--- src/msr_defs.vh ---
// Overview of operation
// - A 32-bit position target is kept, upper half at 0x4A and lower half at 0x4B, both zero at reset.
// - The position target counts whole revolutions plus the fraction of a turn, 65536 units per turn.
// - The applied position moves toward the target by a slope per 100 us, 0x0064 at reset.
// - In position mode the acceleration is a 5-bit value times 5760 rpm/s, 1 at reset.
// - Step resolution 4, 5, 6 and 7 select 4096, 2048, 1024 and 512 pulses per turn, zero at reset.
// - The 16-bit position-loop proportional gain sits at 0x1A and resets to 0x00FA.
// - The 16-bit position-loop gain ratio scales that gain and resets to 0x8008.
// - In position mode speed is capped in units per 50 us, 65536 per turn, 0x02FF at reset.
// - A 32-bit speed target is kept, its upper half at 0x4D resetting to 0x000A.
// - The lower half of the speed target sits at 0x4E and resets to zero.
// - The speed target is rpm / 60 * 2^32 / 10000, two's complement for reverse rotation.
// - The applied speed moves toward the speed target by a slope per 100 us per 100 us, 0x1300 at reset.
`ifndef MSR_DEFS_VH
`define MSR_DEFS_VH

`define MSR_OFS_POS_GAIN 8'h1a
`define MSR_OFS_POS_GAIN_RATIO 8'h1b
`define MSR_OFS_SPEED_CAP 8'h1c
`define MSR_OFS_ACCEL 8'h1d
`define MSR_OFS_POS_TGT_HI 8'h4a
`define MSR_OFS_POS_TGT_LO 8'h4b
`define MSR_OFS_POS_SLOPE 8'h4c
`define MSR_OFS_SPD_TGT_HI 8'h4d
`define MSR_OFS_SPD_TGT_LO 8'h4e
`define MSR_OFS_SPD_SLOPE 8'h4f
`define MSR_OFS_STEP_RES 8'h50

`define MSR_RST_POS_GAIN 16'h00fa
`define MSR_RST_POS_GAIN_RATIO 16'h8008
`define MSR_RST_SPEED_CAP 16'h02ff
`define MSR_RST_ACCEL 5'h01
`define MSR_RST_POS_TGT_HI 16'h0000
`define MSR_RST_POS_TGT_LO 16'h0000
`define MSR_RST_POS_SLOPE 16'h0064
`define MSR_RST_SPD_TGT_HI 16'h000a
`define MSR_RST_SPD_TGT_LO 16'h0000
`define MSR_RST_SPD_SLOPE 16'h1300
`define MSR_RST_STEP_RES 16'h0000
`define MSR_RST_ACCEL_RPM_S 18'h0_1680

`define MSR_ACCEL_W 5
`define MSR_ACCEL_UNIT_RPM_S 13'h1680

`define MSR_STEP_RES_4096 16'h0004
`define MSR_STEP_RES_2048 16'h0005
`define MSR_STEP_RES_1024 16'h0006
`define MSR_STEP_RES_512 16'h0007
`define MSR_PPT_4096 13'h1000
`define MSR_PPT_2048 13'h0800
`define MSR_PPT_1024 13'h0400
`define MSR_PPT_512 13'h0200

`define MSR_CLK_PERIOD_NS 100
`define MSR_SLOPE_INTERVAL_NS 100000
`define MSR_SLOPE_INTERVAL_CYCLES (`MSR_SLOPE_INTERVAL_NS / `MSR_CLK_PERIOD_NS)
`define MSR_CAP_INTERVAL_NS 50000
`define MSR_CAP_PER_SLOPE_INTERVAL (`MSR_SLOPE_INTERVAL_NS / `MSR_CAP_INTERVAL_NS)

`endif

--- src/msr_interval_timer.v ---
module msr_interval_timer #(
  parameter PERIOD = 1000
) (
  // Clock and reset
  input wire i_clk,
  input wire i_resetn,
  // Tick output
  output reg o_tick
);

  localparam CW = 16;
  localparam [31:0] PERIOD_U = PERIOD;
  localparam [CW-1:0] LAST = PERIOD_U[CW-1:0] - 1'b1;

  reg [CW-1:0] count;

  always @(posedge i_clk or negedge i_resetn) begin
    if (!i_resetn) begin
      count <= {CW{1'b0}};
      o_tick <= 1'b0;
    end else if (count == LAST) begin
      count <= {CW{1'b0}};
      o_tick <= 1'b1;
    end else begin
      count <= count + 1'b1;
      o_tick <= 1'b0;
    end
  end

endmodule

--- src/msr_slew_ramp.v ---
module msr_slew_ramp #(
  parameter W = 32
) (
  // Clock and reset
  input wire i_clk,
  input wire i_resetn,
  // Control
  input wire i_enable,
  input wire i_tick,
  input wire [W-1:0] i_target,
  input wire [W-1:0] i_step,
  // Ramped value
  output reg [W-1:0] o_value,
  output wire o_at_target
);

  // One extra bit keeps the signed distance from wrapping near full scale
  wire [W:0] diff = {i_target[W-1], i_target} - {o_value[W-1], o_value};
  wire below = diff[W];
  wire [W:0] mag = below ? ({(W+1){1'b0}} - diff) : diff;

  assign o_at_target = (o_value == i_target);

  always @(posedge i_clk or negedge i_resetn) begin
    if (!i_resetn) begin
      o_value <= {W{1'b0}};
    end else if (i_enable && i_tick && !o_at_target) begin
      if (mag <= {1'b0, i_step}) begin
        o_value <= i_target;
      end else if (below) begin
        o_value <= o_value - i_step;
      end else begin
        o_value <= o_value + i_step;
      end
    end
  end

endmodule

--- src/msr_setpoint_regs.v ---
`include "msr_defs.vh"

module msr_setpoint_regs #(
  parameter SLOPE_INTERVAL_CYCLES = `MSR_SLOPE_INTERVAL_CYCLES
) (
  // Clock and reset
  input wire i_clk,
  input wire i_resetn,
  // Register port
  input wire [7:0] i_reg_addr,
  input wire i_reg_wr,
  input wire i_reg_rd,
  input wire [15:0] i_reg_wdata,
  output reg [15:0] o_reg_rdata,
  output reg o_reg_rvalid,
  output reg o_reg_err,
  // Operating mode
  input wire i_position_mode,
  // Position loop
  output reg [31:0] o_position_target,
  output wire [31:0] o_position_setpoint,
  output wire o_position_settled,
  output reg [15:0] o_position_step,
  output reg [15:0] o_position_loop_gain,
  output reg [15:0] o_position_loop_gain_ratio,
  output reg [15:0] o_position_mode_speed_cap,
  // Acceleration in position mode
  output reg [4:0] o_acceleration_rate,
  output reg [17:0] o_accel_rpm_per_s,
  // Pulse input scaling
  output reg [12:0] o_pulses_per_turn,
  output reg [7:0] o_pulse_position_step,
  output reg o_pulse_step_valid,
  // Speed loop
  output reg [31:0] o_speed_target_word,
  output wire [31:0] o_speed_setpoint,
  output wire o_speed_settled
);

  // Address map lookup, shared by the write and read paths
  function is_mapped;
    input [7:0] addr;
    begin
      case (addr)
        `MSR_OFS_POS_GAIN,
        `MSR_OFS_POS_GAIN_RATIO,
        `MSR_OFS_SPEED_CAP,
        `MSR_OFS_ACCEL,
        `MSR_OFS_POS_TGT_HI,
        `MSR_OFS_POS_TGT_LO,
        `MSR_OFS_POS_SLOPE,
        `MSR_OFS_SPD_TGT_HI,
        `MSR_OFS_SPD_TGT_LO,
        `MSR_OFS_SPD_SLOPE,
        `MSR_OFS_STEP_RES: is_mapped = 1'b1;
        default: is_mapped = 1'b0;
      endcase
    end
  endfunction

  reg [15:0] position_target_high;
  reg [15:0] position_target_low;
  reg [15:0] position_ramp_slope;
  reg [15:0] speed_target_high;
  reg [15:0] speed_target_low;
  reg [15:0] speed_ramp_slope;
  reg [15:0] pulse_step_resolution;

  wire wr_hit = i_reg_wr && is_mapped(i_reg_addr);
  wire slope_tick;

  always @(posedge i_clk or negedge i_resetn) begin
    if (!i_resetn) begin
      o_position_loop_gain <= `MSR_RST_POS_GAIN;
      o_position_loop_gain_ratio <= `MSR_RST_POS_GAIN_RATIO;
      o_position_mode_speed_cap <= `MSR_RST_SPEED_CAP;
      o_acceleration_rate <= `MSR_RST_ACCEL;
    end else if (wr_hit) begin
      case (i_reg_addr)
        `MSR_OFS_POS_GAIN: begin
          o_position_loop_gain <= i_reg_wdata;
        end
        `MSR_OFS_POS_GAIN_RATIO: begin
          o_position_loop_gain_ratio <= i_reg_wdata;
        end
        `MSR_OFS_SPEED_CAP: begin
          o_position_mode_speed_cap <= i_reg_wdata;
        end
        `MSR_OFS_ACCEL: begin
          o_acceleration_rate <= i_reg_wdata[`MSR_ACCEL_W-1:0];
        end
        default: begin
        end
      endcase
    end
  end

  always @(posedge i_clk or negedge i_resetn) begin
    if (!i_resetn) begin
      position_target_high <= `MSR_RST_POS_TGT_HI;
      position_target_low <= `MSR_RST_POS_TGT_LO;
      position_ramp_slope <= `MSR_RST_POS_SLOPE;
      speed_target_high <= `MSR_RST_SPD_TGT_HI;
      speed_target_low <= `MSR_RST_SPD_TGT_LO;
      speed_ramp_slope <= `MSR_RST_SPD_SLOPE;
      pulse_step_resolution <= `MSR_RST_STEP_RES;
    end else if (wr_hit) begin
      case (i_reg_addr)
        `MSR_OFS_POS_TGT_HI: begin
          position_target_high <= i_reg_wdata;
        end
        `MSR_OFS_POS_TGT_LO: begin
          position_target_low <= i_reg_wdata;
        end
        `MSR_OFS_POS_SLOPE: begin
          position_ramp_slope <= i_reg_wdata;
        end
        `MSR_OFS_SPD_TGT_HI: begin
          speed_target_high <= i_reg_wdata;
        end
        `MSR_OFS_SPD_TGT_LO: begin
          speed_target_low <= i_reg_wdata;
        end
        `MSR_OFS_SPD_SLOPE: begin
          speed_ramp_slope <= i_reg_wdata;
        end
        `MSR_OFS_STEP_RES: begin
          pulse_step_resolution <= i_reg_wdata;
        end
        default: begin
        end
      endcase
    end
  end

  // Low half written last commits the pair; a lone upper-half write waits
  // coherent target commit
  always @(posedge i_clk or negedge i_resetn) begin
    if (!i_resetn) begin
      o_position_target <= {`MSR_RST_POS_TGT_HI, `MSR_RST_POS_TGT_LO};
      o_speed_target_word <= {`MSR_RST_SPD_TGT_HI, `MSR_RST_SPD_TGT_LO};
    end else if (wr_hit) begin
      if (i_reg_addr == `MSR_OFS_POS_TGT_LO) begin
        o_position_target <= {position_target_high, i_reg_wdata};
      end
      if (i_reg_addr == `MSR_OFS_SPD_TGT_LO) begin
        o_speed_target_word <= {speed_target_high, i_reg_wdata};
      end
    end
  end

  // Readback and unmapped-address answer
  always @(posedge i_clk or negedge i_resetn) begin
    if (!i_resetn) begin
      o_reg_rdata <= 16'h0000;
      o_reg_rvalid <= 1'b0;
      o_reg_err <= 1'b0;
    end else begin
      o_reg_rvalid <= i_reg_rd;
      o_reg_err <= (i_reg_rd || i_reg_wr) && !is_mapped(i_reg_addr);
      if (i_reg_rd) begin
        case (i_reg_addr)
          `MSR_OFS_POS_GAIN: o_reg_rdata <= o_position_loop_gain;
          `MSR_OFS_POS_GAIN_RATIO: o_reg_rdata <= o_position_loop_gain_ratio;
          `MSR_OFS_SPEED_CAP: o_reg_rdata <= o_position_mode_speed_cap;
          `MSR_OFS_ACCEL: o_reg_rdata <= {11'h000, o_acceleration_rate};
          `MSR_OFS_POS_TGT_HI: o_reg_rdata <= position_target_high;
          `MSR_OFS_POS_TGT_LO: o_reg_rdata <= position_target_low;
          `MSR_OFS_POS_SLOPE: o_reg_rdata <= position_ramp_slope;
          `MSR_OFS_SPD_TGT_HI: o_reg_rdata <= speed_target_high;
          `MSR_OFS_SPD_TGT_LO: o_reg_rdata <= speed_target_low;
          `MSR_OFS_SPD_SLOPE: o_reg_rdata <= speed_ramp_slope;
          `MSR_OFS_STEP_RES: o_reg_rdata <= pulse_step_resolution;
          default: o_reg_rdata <= 16'h0000;
        endcase
      end
    end
  end

  // Cap is per 50 us while the slope is per 100 us, so the cap doubles
  wire [31:0] cap_product;
  wire [16:0] cap_per_interval;
  assign cap_product = o_position_mode_speed_cap * `MSR_CAP_PER_SLOPE_INTERVAL;
  assign cap_per_interval = cap_product[16:0];

  always @(posedge i_clk or negedge i_resetn) begin
    if (!i_resetn) begin
      o_position_step <= `MSR_RST_POS_SLOPE;
    end else if ({1'b0, position_ramp_slope} > cap_per_interval) begin
      o_position_step <= (cap_per_interval[16]) ? 16'hffff : cap_per_interval[15:0];
    end else begin
      o_position_step <= position_ramp_slope;
    end
  end

  always @(posedge i_clk or negedge i_resetn) begin
    if (!i_resetn) begin
      o_accel_rpm_per_s <= `MSR_RST_ACCEL_RPM_S;
    end else begin
      o_accel_rpm_per_s <= {13'h0000, o_acceleration_rate} * {5'h00, `MSR_ACCEL_UNIT_RPM_S};
    end
  end

  // Unlisted codes leave the pulse path disabled rather than guessing a scale
  // pulses per turn
  always @(posedge i_clk or negedge i_resetn) begin
    if (!i_resetn) begin
      o_pulses_per_turn <= 13'h0000;
      o_pulse_position_step <= 8'h00;
      o_pulse_step_valid <= 1'b0;
    end else begin
      case (pulse_step_resolution)
        `MSR_STEP_RES_4096: begin
          o_pulses_per_turn <= `MSR_PPT_4096;
          o_pulse_position_step <= 8'h10;
          o_pulse_step_valid <= 1'b1;
        end
        `MSR_STEP_RES_2048: begin
          o_pulses_per_turn <= `MSR_PPT_2048;
          o_pulse_position_step <= 8'h20;
          o_pulse_step_valid <= 1'b1;
        end
        `MSR_STEP_RES_1024: begin
          o_pulses_per_turn <= `MSR_PPT_1024;
          o_pulse_position_step <= 8'h40;
          o_pulse_step_valid <= 1'b1;
        end
        `MSR_STEP_RES_512: begin
          o_pulses_per_turn <= `MSR_PPT_512;
          o_pulse_position_step <= 8'h80;
          o_pulse_step_valid <= 1'b1;
        end
        default: begin
          o_pulses_per_turn <= 13'h0000;
          o_pulse_position_step <= 8'h00;
          o_pulse_step_valid <= 1'b0;
        end
      endcase
    end
  end

  msr_interval_timer #(
    .PERIOD(SLOPE_INTERVAL_CYCLES)
  ) u_slope_timer (
    .i_clk(i_clk),
    .i_resetn(i_resetn),
    .o_tick(slope_tick)
  );

  msr_slew_ramp #(
    .W(32)
  ) u_position_ramp (
    .i_clk(i_clk),
    .i_resetn(i_resetn),
    .i_enable(i_position_mode),
    .i_tick(slope_tick),
    .i_target(o_position_target),
    .i_step({16'h0000, o_position_step}),
    .o_value(o_position_setpoint),
    .o_at_target(o_position_settled)
  );

  // Slope is already in speed-word units per interval, so it is not scaled
  // speed ramp
  msr_slew_ramp #(
    .W(32)
  ) u_speed_ramp (
    .i_clk(i_clk),
    .i_resetn(i_resetn),
    .i_enable(!i_position_mode),
    .i_tick(slope_tick),
    .i_target(o_speed_target_word),
    .i_step({16'h0000, speed_ramp_slope}),
    .o_value(o_speed_setpoint),
    .o_at_target(o_speed_settled)
  );

endmodule

--- config.mk ---
export PLATFORM = sky130hd
export DESIGN_NAME = msr_setpoint_regs
export DESIGN_NICKNAME = d
export VERILOG_FILES = /design/src/msr_interval_timer.v /design/src/msr_slew_ramp.v /design/src/msr_setpoint_regs.v
export VERILOG_INCLUDE_DIRS = /design/src
export SDC_FILE = /design/constraint.sdc
export NUM_CORES = 1
export LEC_CHECK = 0
export BUFFER_PORTS_ARGS = -buffer_cell sky130_fd_sc_hd__buf_2
export CAP_MARGIN = 20
export CORE_MARGIN = 2
export CORE_UTILIZATION = 60
export CTS_BUF_LIST = sky130_fd_sc_hd__clkbuf_8
export DETAILED_ROUTE_END_ITERATION = 16
export PLACE_DENSITY = 0.9
export SYNTH_ARGS = -nofsm -noshare
export SYNTH_HDL_FRONTEND = slang
export SYNTH_SLANG_ARGS = --single-unit
--- constraint.sdc ---
create_clock -name i_clk -period 19.4 [get_ports i_clk]
set_input_delay 2.91 -clock i_clk [delete_from_list [all_inputs] [get_ports i_clk]]
set_output_delay 2.91 -clock i_clk [all_outputs]
set_load 0.05 [all_outputs]
==> flow_summary.toml <==
[logic_synthesis]
synth_area_per_cell_um2 = 8.99
synth-warning-count = 0
yosysTopAreaCellShare_pct = 27.9
synthTopCellsByCount = "dfrtp_1 (293), nand2_1 (244), mux2_2 (203), ha_1 (202), inv_1 (187)"
synth_seq_area_share_pct = 31.4
yosysMostFrequentCell = "dfrtp_1"
synth_ff_type = "dfrtp_1"
ys_types = 103
synth-edff-count = 0
ys_ff_latch = 328
synth_area_leaders = "dfrtp_1 (28%), ha_1 (9.6%), mux2_2 (8.7%)"
yosysTopAreaCell = "dfrtp_1"
netlist_area_mm2 = 0.0262
syn_inst = 2919
ys_async_sr_fraction_pct = 100

[placement]
gp_congestion = 1.01
pre_cts_ws_ns = 12.25
io_buffers = 265
place_hpwl_um = 71100

[layout]
drive_above_1_share_pct = 21.6
area_growth_pct = 11.0
n_fill_cell = 3413
seqCellArea_mm2 = 0.00825
multiInputGateArea_mm2 = 0.0166
final_net_count = 3351

[die]
rows = 76
die_x_um = 213
io_pins = 286
start_util_pct = 60.9
dieArea_mm2 = 0.0454
core_area_mm2 = 0.0431
die_h_um = 213

[clocking]
cts_setup_buffers = 0
cts_resized = 0
cts_buffers = 55
cts_tree = "yes"
clk_latency_ns = 0.70
clk_pin_slew_ns = 0.07
cts_hold_buf = 0
h-tree-depth = 2
cts_num_sinks = 328
clockRootBuffer = "clkbuf_8"
cts_buffer_depth = 3

[status]
status = "finished clean"

[power_and_ir_drop]
leakagePower_nw = 13.4
irDropWorstVdd_mv = 0.0723
power_density_mw_per_mm2 = 63.9

[setup_path]
path_buf_inv = 2
arrival_ns = 7.80
crit_required_ns = 19.87
crit_path_start = "position_target_low[0]"
cp-start-kind = "flop"
ff2ff_setup_slack_ns = 12.07
worst_r2r_path_depth = 25
path_class = "reg -> reg"
end_kind = "flop"
crit_fanout = 42
cpPeakStageDelay_ns = 0.86
worst_r2r_endpoint = "u_position_ramp.o_value[28]"
cpMaxStageDelayCell = "a2111oi_0"
cpLargestDelayFamily = "compound AO/OA/AOI/OAI gates"
rr_startpoint = "position_target_low[0]"

[hold_path]
hold_depth = 0
whs_endpoint = "o_accel_rpm_per_s[7]"
holdCritPathClass = "reg -> reg"
hold_path_startpoint = "o_acceleration_rate[0]"

[sta]
worst_pin_slew_ns = 1.14
slew_headroom_pct = 24.0
drv_slew = 0
period_minus_slack_ns = 7.33
setup_viol = 0
fmaxAchievable_ghz = 0.137
fin_crit_sh_pct = 37.8
hold_viol = 0
rsz0062_at_grt = "no"
finalWorstSetupSlack_ns = 12.07
final.setup_skew_ns = 0.0521
setup_tns_ns = 0

[grt]
grt_first_pass_wirelength_um = 146000
antenna_found_initial = 3
grtUsageTotal_pct = 42.0
grt_overflow = 0
grt_pass1_vias = 25100
grt_max_degree = 135

[routing]
wire_per_inst_um = 25.8
vias = 25900
final_antenna_net_count = 0
first_pass_iters = 10
drt-total-wl_um = 96800
via_per_inst = 6.91
drtIter0Drc = 3221
drc = 0

[run]
maxCapViolations = 0
per-layer routing:
metal / vias to the layer above / global-route usage, % / share of wire (%)
li1: 11300 / - / -
met1: 12300 / 52.4 / 37
met2: 1792 / 65.9 / 44
met3: 479 / 9.78 / 11
met4: 4 / 26.3 / 7.6
met5: - / 0 / 0.031
kinds of logic (layout without fill, tap and decap cells):
logic type,after synthesis,in the layout,share of synthesized area (%)
xor gates and xnor gates,153,153,5.11
muxes,221,221,9.40
buffers and inverters,365,586,5.86
adders and majority gates,209,209,10.2
and+or+nand+nor,805,805,15.5
other,1,21,0.0143
AOI/OAI and AO/OA,837,837,22.5
DFF,328,328,31.4
through the flow:
step	utilization, %	cell area, um2	std cells	hold WS (ns)	power [mW]
2_1_floorplan	-	26300	2938	0.433	1.03
3_3_place_gp	64.6	27800	3639	0.420	1.13
3_5_place_dp	64.6	27800	3640	0.421	1.14
4_1_cts	67.6	29100	3743	0.423	1.85
5_1_grt	67.6	29100	3744	0.433	1.92
6_report	67.6	29100	3745	0.431	1.86
how the worst max path moves through the flow:
stage	cells past startpoint	end	slack (ns)
floorplan	26	u_position_ramp.o_value[28]	12.73
global placement	25	u_position_ramp.o_value[30]	12.31
detailed placement	25	u_position_ramp.o_value[28]	12.25
CTS	25	u_position_ramp.o_value[28]	12.20
global route	25	u_position_ramp.o_value[26]	11.59
finish	25	u_position_ramp.o_value[28]	12.07
worst reg2reg max path, stage by stage (launching register included):
cell and delay, ns:
dfrtp_1 0.39, inv_1 0.08, ha_1 0.22, fa_1 0.42, nor2b_1 0.27, o31ai_1 0.14
a211oi_1 0.34, o211ai_1 0.21, a21boi_0 0.29, o21a_1 0.17, buf_4 0.40, mux2i_1 0.26
fa_1 0.48, a21o_1 0.20, a21oi_1 0.28, o211a_1 0.25, o211ai_1 0.11, and3_1 0.24
a2111oi_0 0.55, o31ai_1 0.27, a2111oi_0 0.86, o31ai_1 0.16, a21oi_1 0.23, xnor2_1 0.08
o211ai_1 0.09, o221ai_1 0.13
power by group:
group | internal [mW] | switching [mW]
clock | 0.392 | 0.324
combinational | 0.148 | 0.270
sequential | 0.703 | 0.0222
total | 1.24 | 0.617
placed cells by master (no fill, tap or decap), types with 27 or more instances in the layout:
master,instances
a31oi_1,32
dfrtp_1,293
nand4_1,50
nand3_1,66
nor3_1,67
dfstp_2,35
buf_2,265
inv_1,200
o221ai_1,39
nor2b_1,27
a222oi_1,33
a21o_1,55
nand2_1,244
clkbuf_8,72
o211ai_1,63
nor4_1,27
ha_1,202
xor2_1,43
buf_4,29
nor2_1,158
o21a_1,38
o31ai_1,31
xnor2_1,110
mux2_2,203
a21oi_1,150
o21ai_0,164
final cells by class:
type	instances	share of cell area, %
Tap cell	585	2.51
Sequential cell	328	28.3
Inverter	187	2.41
Clock buffer	72	3.40
Timing Repair Buffer	296	5.41
Multi-Input combinational cell	2245	57.0
Clock inverter	31	0.967
Antenna cell	1	0.00859
state kept, by name, indices dropped and copies added (netlist names), 3 cells and up:
signal	count
u_position_ramp.o_value	32
u_speed_ramp.o_value	32
o_position_target	17
o_speed_target_word	17
o_position_loop_gain	16
o_position_loop_gain_ratio	16
o_position_mode_speed_cap	16
o_position_step	16
o_reg_rdata	16
position_ramp_slope	16
position_target_high	16
pulse_step_resolution	16
speed_ramp_slope	16
speed_target_high	16
u_slope_timer.count	16
position_target_low	15
speed_target_low	15
o_accel_rpm_per_s	11
o_acceleration_rate	5
o_pulse_position_step	3
Note: power is estimated with default switching activity, not from simulation.
